===== src/core/sdadc_pkg.sv =====
// Constants, register map and carrier types of the converter control block.
// How it works
// - Restart pulse resets filter, conversions start after release.
// - Finished conversion sets the done flag.
// - Finished conversion sets request; interrupt only when enabled.
// - Without hold, each result overwrites result registers.
// - With hold, keep last result, discard newer.
// - Converter clock is system clock or divided.
// - Reference select picks one of three pairs.
// - Power enable low switches converter circuitry off.
// - Result is 24-bit two's complement, MSB sign.
// - Result range 0x7FFFFF down to 0x800000.
// - Over-range and under-range clamp, never wrap.
// - Divider codes divide by two times code+1; all-ones bypasses.
// - Result bytes split low, middle, high registers.
// - Done flag cleared only by software write.
// - Hold suppresses interrupt and done flag changes.
package sdadc_pkg;

	localparam int unsigned SDADC_RES_W  = 24;
	localparam int unsigned SDADC_RAW_W  = 28;
	localparam int unsigned SDADC_ADDR_W = 8;
	localparam int unsigned SDADC_DATA_W = 8;
	localparam int unsigned SDADC_DIV_W  = 5;

	localparam logic [SDADC_ADDR_W-1:0] SDADC_OFS_CTRL1   = 8'h00;
	localparam logic [SDADC_ADDR_W-1:0] SDADC_OFS_CLKSET  = 8'h01;
	localparam logic [SDADC_ADDR_W-1:0] SDADC_OFS_GAINREF = 8'h02;
	localparam logic [SDADC_ADDR_W-1:0] SDADC_OFS_RES_LO  = 8'h03;
	localparam logic [SDADC_ADDR_W-1:0] SDADC_OFS_RES_MID = 8'h04;
	localparam logic [SDADC_ADDR_W-1:0] SDADC_OFS_RES_HI  = 8'h05;
	localparam logic [SDADC_ADDR_W-1:0] SDADC_OFS_IRQ     = 8'h06;

	localparam int unsigned SDADC_BIT_HOLD    = 5;
	localparam int unsigned SDADC_BIT_DONE    = 4;
	localparam int unsigned SDADC_BIT_RESTART = 3;
	localparam int unsigned SDADC_BIT_POWER   = 2;
	localparam int unsigned SDADC_BIT_GIE     = 0;
	localparam int unsigned SDADC_BIT_CIE     = 1;
	localparam int unsigned SDADC_BIT_IREQ    = 2;
	localparam int unsigned SDADC_REF_LSB     = 0;

	localparam logic [SDADC_DATA_W-1:0] SDADC_CTRL1_RST   = 8'h00;
	localparam logic [SDADC_DIV_W-1:0]  SDADC_DIV_RST     = 5'h00;
	localparam logic [SDADC_DIV_W-1:0]  SDADC_DIV_BYPASS  = 5'h1F;
	localparam logic [SDADC_RES_W-1:0]  SDADC_RES_RST     = 24'h000000;
	localparam logic [SDADC_RES_W-1:0]  SDADC_RES_MAX     = 24'h7FFFFF;
	localparam logic [SDADC_RES_W-1:0]  SDADC_RES_MIN     = 24'h800000;
	localparam logic [SDADC_DATA_W-1:0] SDADC_RD_IDLE     = 8'h00;

	typedef enum logic [1:0] {
		SDADC_REF_VCM     = 2'b00,
		SDADC_REF_OREG    = 2'b01,
		SDADC_REF_OREG_DV = 2'b10
	} sdadc_ref_t;

	typedef struct packed {
		logic       power;
		logic       filter_reset;
		sdadc_ref_t ref_sel;
		logic       mclk_tick;
	} sdadc_fe_ctl_t;

	typedef struct packed {
		logic                          valid;
		logic signed [SDADC_RAW_W-1:0] data;
	} sdadc_fe_res_t;

endpackage


===== src/core/sdadc_ctrl.sv =====
// Converter control, result and flag logic with its register port.
`timescale 1ns/1ps
module sdadc_ctrl
	import sdadc_pkg::*;
(
	input  wire logic                    clk,
	input  wire logic                    resetn,
	input  wire logic [SDADC_ADDR_W-1:0] reg_addr,
	input  wire logic [SDADC_DATA_W-1:0] reg_wdata,
	input  wire logic                    reg_wr,
	input  wire logic                    reg_rd,
	output logic      [SDADC_DATA_W-1:0] reg_rdata,
	input  wire sdadc_fe_res_t           fe_res,
	output sdadc_fe_ctl_t                fe_ctl,
	output logic                         irq
);

	logic                   hold_reg;
	logic                   done_reg;
	logic                   done_next;
	logic                   restart_reg;
	logic                   power_reg;
	logic                   running_reg;
	logic [SDADC_DIV_W-1:0] div_reg;
	logic [1:0]             ref_code_reg;
	logic                   gie_reg;
	logic                   cie_reg;
	logic                   ireq_reg;
	logic                   ireq_next;
	logic [SDADC_RES_W-1:0] result_reg;
	logic [SDADC_RES_W-1:0] result_next;
	logic                   wr_ctrl1;
	logic                   wr_clkset;
	logic                   wr_gainref;
	logic                   wr_irq;
	logic                   start_pulse;
	logic                   accept;
	logic                   mclk_tick;
	sdadc_ref_t             ref_sel;

	function automatic logic [SDADC_RES_W-1:0] sdadc_clamp(
		input logic signed [SDADC_RAW_W-1:0] raw
	);
		logic signed [SDADC_RAW_W-1:0] hi;
		logic signed [SDADC_RAW_W-1:0] lo;
		hi = {{(SDADC_RAW_W-SDADC_RES_W){1'b0}}, SDADC_RES_MAX};
		lo = {{(SDADC_RAW_W-SDADC_RES_W){1'b1}}, SDADC_RES_MIN};
		if (raw > hi) begin
			sdadc_clamp = SDADC_RES_MAX;
		end else if (raw < lo) begin
			sdadc_clamp = SDADC_RES_MIN;
		end else begin
			sdadc_clamp = raw[SDADC_RES_W-1:0];
		end
	endfunction

	assign wr_ctrl1   = reg_wr && (reg_addr == SDADC_OFS_CTRL1);
	assign wr_clkset  = reg_wr && (reg_addr == SDADC_OFS_CLKSET);
	assign wr_gainref = reg_wr && (reg_addr == SDADC_OFS_GAINREF);
	assign wr_irq     = reg_wr && (reg_addr == SDADC_OFS_IRQ);

	// Conversions launch only on the release of a restart that was set.
	assign start_pulse = restart_reg && wr_ctrl1 && !reg_wdata[SDADC_BIT_RESTART];

	// A result counts only while powered, started, out of restart and not held.
	assign accept = fe_res.valid && running_reg && power_reg && !restart_reg
		&& !hold_reg;

	always_ff @(posedge clk) begin
		if (!resetn) begin
			hold_reg    <= SDADC_CTRL1_RST[SDADC_BIT_HOLD];
			restart_reg <= SDADC_CTRL1_RST[SDADC_BIT_RESTART];
			power_reg   <= SDADC_CTRL1_RST[SDADC_BIT_POWER];
		end else if (wr_ctrl1) begin
			hold_reg    <= reg_wdata[SDADC_BIT_HOLD];
			restart_reg <= reg_wdata[SDADC_BIT_RESTART];
			power_reg   <= reg_wdata[SDADC_BIT_POWER];
		end
	end

	always_ff @(posedge clk) begin
		if (!resetn) begin
			running_reg <= 1'b0;
		end else if (restart_reg || !power_reg) begin
			running_reg <= start_pulse && power_reg;
		end
	end

	// A finished conversion beats a clearing write in the same cycle.
	always_comb begin
		done_next = done_reg;
		if (wr_ctrl1) begin
			done_next = reg_wdata[SDADC_BIT_DONE];
		end
		if (accept) begin
			done_next = 1'b1;
		end
	end

	always_ff @(posedge clk) begin
		if (!resetn) begin
			done_reg <= SDADC_CTRL1_RST[SDADC_BIT_DONE];
		end else begin
			done_reg <= done_next;
		end
	end

	always_ff @(posedge clk) begin
		if (!resetn) begin
			div_reg <= SDADC_DIV_RST;
		end else if (wr_clkset) begin
			div_reg <= reg_wdata[SDADC_DIV_W-1:0];
		end
	end

	always_ff @(posedge clk) begin
		if (!resetn) begin
			ref_code_reg <= 2'h0;
		end else if (wr_gainref) begin
			ref_code_reg <= reg_wdata[SDADC_REF_LSB+1:SDADC_REF_LSB];
		end
	end

	// The unused fourth code falls back to the common-mode pair.
	always_comb begin
		unique case (ref_code_reg)
			2'b01: ref_sel = SDADC_REF_OREG;
			2'b10: ref_sel = SDADC_REF_OREG_DV;
			default: ref_sel = SDADC_REF_VCM;
		endcase
	end

	always_ff @(posedge clk) begin
		if (!resetn) begin
			gie_reg <= 1'b0;
			cie_reg <= 1'b0;
		end else if (wr_irq) begin
			gie_reg <= reg_wdata[SDADC_BIT_GIE];
			cie_reg <= reg_wdata[SDADC_BIT_CIE];
		end
	end

	always_comb begin
		ireq_next = ireq_reg;
		if (wr_irq) begin
			ireq_next = reg_wdata[SDADC_BIT_IREQ];
		end
		if (accept) begin
			ireq_next = 1'b1;
		end
	end

	always_ff @(posedge clk) begin
		if (!resetn) begin
			ireq_reg <= 1'b0;
		end else begin
			ireq_reg <= ireq_next;
		end
	end

	assign irq = ireq_reg && gie_reg && cie_reg;

	// One word register updates all three bytes together; the byte reads are not latched and can span conversions.
	assign result_next = accept ? sdadc_clamp(fe_res.data) : result_reg;

	always_ff @(posedge clk) begin
		if (!resetn) begin
			result_reg <= SDADC_RES_RST;
		end else begin
			result_reg <= result_next;
		end
	end

	always_ff @(posedge clk) begin
		if (!resetn || !reg_rd) begin
			reg_rdata <= SDADC_RD_IDLE;
		end else begin
			unique case (reg_addr)
				SDADC_OFS_CTRL1: reg_rdata <= {2'b00, hold_reg, done_reg,
					restart_reg, power_reg, 2'b00};
				SDADC_OFS_CLKSET: reg_rdata <= {3'b000, div_reg};
				SDADC_OFS_GAINREF: reg_rdata <= {6'h00, ref_code_reg};
				SDADC_OFS_RES_LO: reg_rdata <= result_reg[7:0];
				SDADC_OFS_RES_MID: reg_rdata <= result_reg[15:8];
				SDADC_OFS_RES_HI: reg_rdata <= result_reg[23:16];
				SDADC_OFS_IRQ: reg_rdata <= {5'h00, ireq_reg, cie_reg, gie_reg};
				default: reg_rdata <= SDADC_RD_IDLE;
			endcase
		end
	end

	sdadc_clkdiv u_clkdiv (
		.clk       (clk),
		.resetn    (resetn),
		.enable    (power_reg),
		.div_code  (div_reg),
		.mclk_tick (mclk_tick)
	);

	// Power gates the whole front end, whatever its inputs carry.
	always_comb begin
		fe_ctl.power        = power_reg;
		fe_ctl.filter_reset = !running_reg;
		fe_ctl.ref_sel      = ref_sel;
		fe_ctl.mclk_tick    = mclk_tick;
	end

	chk_restart_resets: assert property (@(posedge clk) disable iff (!resetn)
		restart_reg && !start_pulse |=> fe_ctl.filter_reset)
		else $error("Filter left running during restart.");

	chk_release_starts: assert property (@(posedge clk) disable iff (!resetn)
		start_pulse && power_reg |=> !fe_ctl.filter_reset)
		else $error("Restart release did not start conversions.");

	chk_done_sets: assert property (@(posedge clk) disable iff (!resetn)
		accept |=> done_reg)
		else $error("Done flag not set after a result.");

	chk_irq_raise: assert property (@(posedge clk) disable iff (!resetn)
		accept && gie_reg && cie_reg && !wr_irq |=> irq)
		else $error("Enabled interrupt not raised after a result.");

	chk_irq_masked: assert property (@(posedge clk) disable iff (!resetn)
		!gie_reg && !wr_irq |=> !irq)
		else $error("Interrupt delivered with global enable low.");

	chk_result_update: assert property (@(posedge clk) disable iff (!resetn)
		accept |=> result_reg == sdadc_clamp($past(fe_res.data)))
		else $error("Result word not taken whole from the new conversion.");

	chk_clamp_high: assert property (@(posedge clk) disable iff (!resetn)
		accept && fe_res.data > $signed({4'h0, SDADC_RES_MAX}) |=> result_reg == SDADC_RES_MAX)
		else $error("Over-range input not clamped to the maximum.");

	chk_sign_bit: assert property (@(posedge clk) disable iff (!resetn)
		accept && fe_res.data < 0 |=> result_reg[SDADC_RES_W-1])
		else $error("Negative input produced a positive code.");

	chk_hold_keeps: assert property (@(posedge clk) disable iff (!resetn)
		hold_reg |=> $stable(result_reg))
		else $error("Held result was overwritten.");

	chk_hold_flags: assert property (@(posedge clk) disable iff (!resetn)
		hold_reg && !wr_ctrl1 && !wr_irq |=> $stable(done_reg) && $stable(ireq_reg))
		else $error("Hold let the done flag or request change.");

	chk_done_sticky: assert property (@(posedge clk) disable iff (!resetn)
		done_reg && !wr_ctrl1 |=> done_reg)
		else $error("Done flag cleared without a software write.");

	chk_power_off: assert property (@(posedge clk) disable iff (!resetn)
		!power_reg && !wr_ctrl1 && !wr_irq |=> $stable(result_reg) && $stable(done_reg)
		&& $stable(ireq_reg) && !fe_ctl.mclk_tick)
		else $error("Unpowered converter changed state or clocked the modulator.");

	chk_read_low: assert property (@(posedge clk) disable iff (!resetn)
		reg_rd && reg_addr == SDADC_OFS_RES_LO |=> reg_rdata == $past(result_reg[7:0]))
		else $error("Low result byte read back wrong.");

	chk_clamp_low: assert property (@(posedge clk) disable iff (!resetn)
		accept && fe_res.data < $signed({4'hF, SDADC_RES_MIN}) |=> result_reg == SDADC_RES_MIN)
		else $error("Under-range input not clamped to the minimum.");

	chk_read_mid: assert property (@(posedge clk) disable iff (!resetn)
		reg_rd && reg_addr == SDADC_OFS_RES_MID |=> reg_rdata == $past(result_reg[15:8]))
		else $error("Middle result byte read back wrong.");

	chk_read_high: assert property (@(posedge clk) disable iff (!resetn)
		reg_rd && reg_addr == SDADC_OFS_RES_HI |=> reg_rdata == $past(result_reg[23:16]))
		else $error("High result byte read back wrong.");

	chk_rdata_idle: assert property (@(posedge clk) disable iff (!resetn)
		!reg_rd |=> reg_rdata == SDADC_RD_IDLE)
		else $error("Read data shown outside the cycle after a read.");

	chk_ref_divided: assert property (@(posedge clk) disable iff (!resetn)
		wr_gainref && reg_wdata[SDADC_REF_LSB+1:SDADC_REF_LSB] == 2'b10
		|=> fe_ctl.ref_sel == SDADC_REF_OREG_DV)
		else $error("Divided regulator pair not selected.");

	chk_power_stops: assert property (@(posedge clk) disable iff (!resetn)
		!power_reg |=> fe_ctl.filter_reset)
		else $error("Filter left running while unpowered.");

	chk_done_clear: assert property (@(posedge clk) disable iff (!resetn)
		wr_ctrl1 && !reg_wdata[SDADC_BIT_DONE] && !accept |=> !done_reg)
		else $error("Software write did not clear the done flag.");

	cov_result: cover property (@(posedge clk) disable iff (!resetn)
		start_pulse ##[1:1000] accept);

	cov_restart: cover property (@(posedge clk) disable iff (!resetn)
		start_pulse && power_reg);

	cov_hold_discard: cover property (@(posedge clk) disable iff (!resetn)
		hold_reg && fe_res.valid && running_reg && power_reg);

	cov_irq: cover property (@(posedge clk) disable iff (!resetn)
		accept ##1 irq);

	cov_clamp_low: cover property (@(posedge clk) disable iff (!resetn)
		accept && fe_res.data < $signed({4'hF, SDADC_RES_MIN}));

endmodule


===== src/core/sdadc_clkdiv.sv =====
// Converter master clock divider, one tick per master clock period.
`timescale 1ns/1ps
module sdadc_clkdiv
	import sdadc_pkg::*;
(
	input  wire logic                   clk,
	input  wire logic                   resetn,
	input  wire logic                   enable,
	input  wire logic [SDADC_DIV_W-1:0] div_code,
	output logic                        mclk_tick
);

	logic [SDADC_DIV_W:0] cnt_reg;
	logic [SDADC_DIV_W:0] term;
	logic                 bypass;

	// The period is 2*(code+1) system cycles, so the last count is 2*code+1.
	assign term   = {div_code, 1'b1};
	assign bypass = (div_code == SDADC_DIV_BYPASS);

	always_ff @(posedge clk) begin
		if (!resetn || !enable || bypass || cnt_reg >= term) begin
			cnt_reg <= '0;
		end else begin
			cnt_reg <= cnt_reg + 1'b1;
		end
	end

	// Stopping the tick while unpowered keeps the modulator quiet.
	always_ff @(posedge clk) begin
		if (!resetn || !enable) begin
			mclk_tick <= 1'b0;
		end else begin
			mclk_tick <= bypass || (cnt_reg >= term);
		end
	end

	chk_bypass_tick: assert property (@(posedge clk) disable iff (!resetn)
		enable && bypass |=> mclk_tick)
		else $error("Bypass code did not pass every system cycle.");

	chk_div_spacing: assert property (@(posedge clk) disable iff (!resetn)
		mclk_tick && !bypass && $stable(div_code) |=> !mclk_tick)
		else $error("Divided tick came on two cycles in a row.");

endmodule


===== config.mk =====
export PLATFORM = sky130hd
export DESIGN_NAME = sdadc_ctrl
export DESIGN_NICKNAME = d
export VERILOG_FILES = /design/src/core/sdadc_pkg.sv /design/src/core/sdadc_ctrl.sv /design/src/core/sdadc_clkdiv.sv
export SDC_FILE = /design/constraint.sdc
export NUM_CORES = 1
export LEC_CHECK = 0
export BUFFER_PORTS_ARGS = -buffer_cell sky130_fd_sc_hd__buf_2
export CAP_MARGIN = 40
export CORE_MARGIN = 4
export CORE_UTILIZATION = 25
export DETAILED_ROUTE_END_ITERATION = 16
export HOLD_SLACK_MARGIN = 0.08
export PLACE_DENSITY = 0.43
export SETUP_SLACK_MARGIN = 0.3
export SYNTH_ARGS = -nofsm -noshare
export SYNTH_HDL_FRONTEND = slang
export SYNTH_SLANG_ARGS = --single-unit

===== constraint.sdc =====
create_clock -name clk -period 2.8 [get_ports clk]
set_clock_uncertainty 0.05 [all_clocks]
set_input_delay 0.14 -clock clk [delete_from_list [all_inputs] [get_ports clk]]
set_output_delay 0.14 -clock clk [all_outputs]
set_load 0.005 [all_outputs]

; ---- Word level (Yosys, flattened, before mapping)
; Cells that the tools add are included.
; Widths: inputs -> output; s select.
[word_totals]
regBits = 54
inputBits = 49
out_inout_bits = 14
elab_cells = 64
[op_classes]
n_addsub = 1
n_lt_le_gt_ge = 3
n_eq_ne = 9
mux = 8
n_reduce_logical = 29
[ops]
columns = op, count
row1 = $pmux 8 s7, 1
row2 = $mux 24, 2
row3 = $gt 28x24->1 const B, 1
row4 = $lt 28x24->1 const B, 1
row5 = $eq 8x3->1 const B, 3
row6 = $eq 8x2->1 const B, 2
row7 = $logic_and 1x1->1, 13
row8 = $eq 8x1->1 const B, 1
row9 = $logic_not 8->1, 1
row10 = $logic_not 1->1, 7
row11 = $add 6x1->6 const B, 1
row12 = $ge 6x6->1, 1
row13 = $logic_or 1x1->1, 6
row14 = $eq 5x5->1 const B, 1
row15 = $mux 1, 4
row16 = $pmux 2 s2, 1
row17 = $reduce_bool 2->1, 2
row18 = $eq 2x1->1 const B, 1
row19 = $eq 2x2->1 const B, 1

; ---- Depth between registers and ports, before layout
[depth]
ltp_word = 5
ltp_mapped = 6
mapped_depth_nobuf = 6

; ---- By module
; A second synthesis with hierarchy kept.
[unflattened]
cells_unflattened = 284
hier_area_um2 = 2556.2
[by_module_without_submodules]
columns = mod, instances, cells_per_inst, area_each_um2, seq_area_each_um2
row1 = sdadc_ctrl, 1, 241, 2163.3, 940.9
row2 = sdadc_clkdiv, 1, 43, 392.9, 140.1

; ---- Least setup slack after synthesis
; Ideal clock, no wire load.
[synth_timing]
kind = register -> register
start = register div_reg[2]
end = register u_clkdiv.mclk_tick
setup_ns = 0.120
t_arrival_ns = 1.284
required_time_ns = 2.630
path_slack_ns = 1.346
path_stages_with_launch = 7
n_path_buf = 0
period_less_slack_ns = 1.454
cell_sequence = dfxtp_1 inv_1 ha_1 a21oi_1 o21ai_0 a31o_2 nor2b_1
[synth_between]
elab_chain_len = 2
elab_cells_between_ends = 3
classes_between = 1 x order compare / 1 x eq/ne / 1 x reduce/logical
[synth_rtl]
columns = item, line_no
row1 = start: declaration, sdadc_ctrl.sv:24  ; logic [SDADC_DIV_W-1:0] div_reg;
row2 = start signal: assignment, sdadc_ctrl.sv:112  ; div_reg <= reg_wdata[SDADC_DIV_W-1:0];
row3 = $ge 6x6->1 or $eq 5x5->1 (tied branches), "sdadc_clkdiv.sv:34, sdadc_clkdiv.sv:19"
row4 = $logic_or 1x1->1 *, sdadc_clkdiv.sv:34  ; mclk_tick <= bypass || (cnt_reg >= term);
row5 = end signal: assignment, sdadc_clkdiv.sv:34
row6 = end: declaration, sdadc_clkdiv.sv:10  ; output logic mclk_tick
; Mark *: on every way between the ends. The rest lies on a longest branch, timed or not.
; A chain may end at the register's enable or synchronous reset.

; ---- Final worst setup path
[layout_timing]
start = register restart_reg
end = register result_reg[2]
[layout_between]
elab_chain_len = 3
[layout_rtl]
columns = item, line_no
row1 = start: declaration, sdadc_ctrl.sv:21  ; logic restart_reg;
row2 = start signal: assignment, sdadc_ctrl.sv:72  ; restart_reg <= SDADC_CTRL1_RST[SDADC_BIT_RESTART];
row3 = start signal: assignment, sdadc_ctrl.sv:76  ; restart_reg <= reg_wdata[SDADC_BIT_RESTART];
row4 = $logic_not 1->1, sdadc_ctrl.sv:66  ; assign accept = fe_res.valid && running_reg && power_reg && !restart_reg
row5 = $logic_and 1x1->1, sdadc_ctrl.sv:66
row6 = $logic_and 1x1->1, sdadc_ctrl.sv:67  ; && !hold_reg;
row7 = end signal: assignment, sdadc_ctrl.sv:170  ; result_reg <= result_next;
row8 = end: declaration, sdadc_ctrl.sv:30  ; logic [SDADC_RES_W-1:0] result_reg;
; Every way passes these cells.

==> results.sh <==
export IMPL_cts_buffer_depth=2
export IMPL_clk_pin_slew_ps=100
export IMPL_worst_pin_slew_ps=755
export IMPL_max_stage_delay_ps=440
export IMPL_yosys_warnings=0
export IMPL_initial_utilization_pct=26.0
export IMPL_antenna_found_initial=0
export IMPL_die_width_um=107
export IMPL_synth_area_top_cells="dfxtp_1 44%, mux2i_1 6.5%, a21oi_1 5.9%"
export IMPL_synth_area_per_cell_um2=8.92
export IMPL_io_pins=63
export IMPL_worstPathArrival_ps=1870
export IMPL_route_met2_wl_um=3050
export IMPL_cp_start_kind="register"
export IMPL_dp_cells=450
export IMPL_fin_cells=486
export IMPL_ir_worst_vdd_mv=0.187
export IMPL_worstHoldPathType="input pin to register"
export IMPL_r2r_slack_ps=1090
export IMPL_grt_pass1_wl_um=11200
export IMPL_cp_num_buf_inv=1
export IMPL_drt_wirelength_per_cell_um=13.8
export IMPL_grt_pass1_vias=2253
export IMPL_path_cells="nor2_1 > and4_1 > o21a_1 > buf_4 > a21oi_1"
export IMPL_tns_ps=0
export IMPL_cp_top_family="compound AO/OA/AOI/OAI gates"
export IMPL_synth_seq_cells=54
export IMPL_yosysTopAreaCell="dfxtp_1"
export IMPL_wl_um=6700
export IMPL_n_antenna_cell=0
export IMPL_placementRows=35
export IMPL_post_cts_resized=0
export IMPL_power_mw=1.34
export IMPL_portBuffers=60
export IMPL_drtIter0Drc=108
export IMPL_syn_area_um2=2450
export IMPL_root_buffer="clkbuf_8"
export IMPL_core_area_um2=9420
export IMPL_yosysSeqAreaShare_pct=44.1
export IMPL_p_leak_nw=1.37
export IMPL_ys_types=34
export IMPL_top_layer_used="met4"
export IMPL_fmax_mhz=583
export IMPL_hpwl_um=4900
export IMPL_setup_viol=0
export IMPL_synth_cells=275
export IMPL_worst_slew_margin_rel_pct=49.6
export IMPL_dr_pass1_iters=4
export IMPL_slew_viol_final=0
export IMPL_critPathCaptureType="register"
export IMPL_crit_fanout=12
export IMPL_met1Wirelength_um=3230
export IMPL_vias_per_cell=4.57
export IMPL_die_h_um=107
export IMPL_rsz0062_at_grt="false"
export IMPL_clock_latency_ps=320
export IMPL_vias=2220
export IMPL_cts_sinks=54
export IMPL_h_tree_depth=2
export IMPL_maxCapViolations=0
export IMPL_antenna_left=0
export IMPL_synthToLayoutAreaGrowth_pct=31.7
export IMPL_period_share_pct=61.2
export IMPL_grt_use_total_pct=12.2
export IMPL_grt_max_degree=41
export IMPL_wl_met3_um=304
export IMPL_drc=0
export IMPL_syn_num_nets=330
export IMPL_design_die_area_um2=11500
export IMPL_critPathRequiredTime_ps=2960
export IMPL_status="finished, final reports clean"
export IMPL_timing_hold_violations_final=0
export IMPL_cts_tree="done"
export IMPL_worstSetupPathType="register to register"
export IMPL_drive_above_1_share_pct=23.5
export IMPL_finalNetCount=411
export IMPL_synth_top_area_share_pct=44.1
export IMPL_cts_setup_buffers=0
export IMPL_gp_congestion=0.740
export IMPL_largest_reg_flops=24
export IMPL_grt_ovfl_total=0
export IMPL_cpMaxStageDelayCell="o21a_1"
export IMPL_period_needed_ps=1710
export IMPL_power_density_nw_per_um2=415
export IMPL_cts_buffers=5
## worst register-to-register path: stages (launching register included)
cell     delay (ps)
dfxtp_1         360
nor2_1          100
and4_1          290
o21a_1          440
buf_4           290
a21oi_1          90
## Yosys cell counts
cell type and n:
a22oi_1 6, clkbuf_1 11, buf_2 4, xnor2_1 2, nand3_2 1, inv_1 8, a31oi_1 3, nor3_1 6
ha_1 6, o2bb2ai_1 2, dfxtp_1 54, nand3b_1 1, nor2_1 9, mux4_2 2, nand3_1 8, o21a_1 3
xor2_1 2, o21ai_0 26, nand2b_1 1, nor4_1 1, and4_1 1, nor3b_1 1, or3b_1 2, nand2_1 31
a21oi_1 29, mux2_2 7, nand4_1 5, nor2b_1 18, nor4_4 1, buf_4 3, mux2i_1 16, and3_1 3
a31o_2 1, and2b_1 1
## where the power goes
group / internal, mW / leakage [nW] / switching, mW
Combinational: 0.0641 / 0.888 / 0.0575
Clock: 0.177 / 0.0441 / 0.275
Sequential: 0.768 / 0.435 / 0.000227
Total: 1.01 / 1.37 / 0.333
## timing repair
item                                   in CTS  in global routing
setup endpoints to repair                   0                  0
hold buffers                               28                  0
endpoints found under the hold margin      28                  0
## cells in the final DEF, fill, tap and decap left out, types with 2 or more instances in the layout
cell,synthesis,routed
xnor2_1,2,2
nand2_1,31,31
ha_1,6,6
mux4_2,2,2
inv_1,8,8
mux2_2,7,7
o2bb2ai_1,2,2
o21ai_0,26,26
a21oi_1,29,29
buf_2,4,60
nor2b_1,18,18
or3b_1,2,2
a22oi_1,6,6
dlygate4sd3_1,0,28
nor3_1,6,6
nor2_1,9,9
o21a_1,3,3
buf_4,3,4
and3_1,3,3
mux2i_1,16,16
dfxtp_1,54,54
clkbuf_8,0,5
nand3_1,8,8
xor2_1,2,2
nand4_1,5,5
a31oi_1,3,3
## per-stage QoR
stage	hold slack, ps	cell area, um2	setup slack, ps	utilization (%)
finish	81.2	3230	1090	34.3
floorplan	229	2450	1350	-
global placement	342	2860	1090	30.4
CTS	85.5	3230	1090	34.3
detailed placement	339	2860	1060	30.4
global route	131	3230	948	34.3
## final timing paths
path                                                      to                     start  cells past startpoint
worst max-delay path              result_reg[2]$_SDFFE_PN0P_  restart_reg$_SDFFE_PN0P_                      5
worst min-delay path            ref_code_reg[0]$_SDFFE_PN0P_              reg_wdata[0]                      3
worst max register to register    result_reg[2]$_SDFFE_PN0P_  restart_reg$_SDFFE_PN0P_                      5
worst min register to register      running_reg$_SDFFE_PN0P_  running_reg$_SDFFE_PN0P_                      2
## metal layers
metal,vias to the layer above,global-route usage (%)
li1,1127,-
met1,1022,16.6
met2,60,19.4
met3,11,2.59
met4,0,3.93
met5,-,0
## cells by family (layout without fill, tap and decap cells)
logic type / Yosys count / after routing / synth area share [%]
buf+inv: 26 / 108 / 4.64
xor+xnor: 4 / 4 / 1.43
compound gates: 70 / 70 / 15.8
fa+ha+maj: 6 / 6 / 3.06
flops: 54 / 54 / 44.1
mux: 25 / 25 / 11.6
simple gates: 90 / 90 / 19.4
## cell type report
cell class / instances / area, um2
fillers: 1004 / 6180
multi-input cells: 195 / 1260
flip-flops and latches: 54 / 1080
repair buffers: 92 / 611
well taps: 129 / 161
clock buffers: 5 / 68.8
inverters: 8 / 30.0
clock inverters: 3 / 21.3
Note: power is estimated with default switching activity, not from simulation.
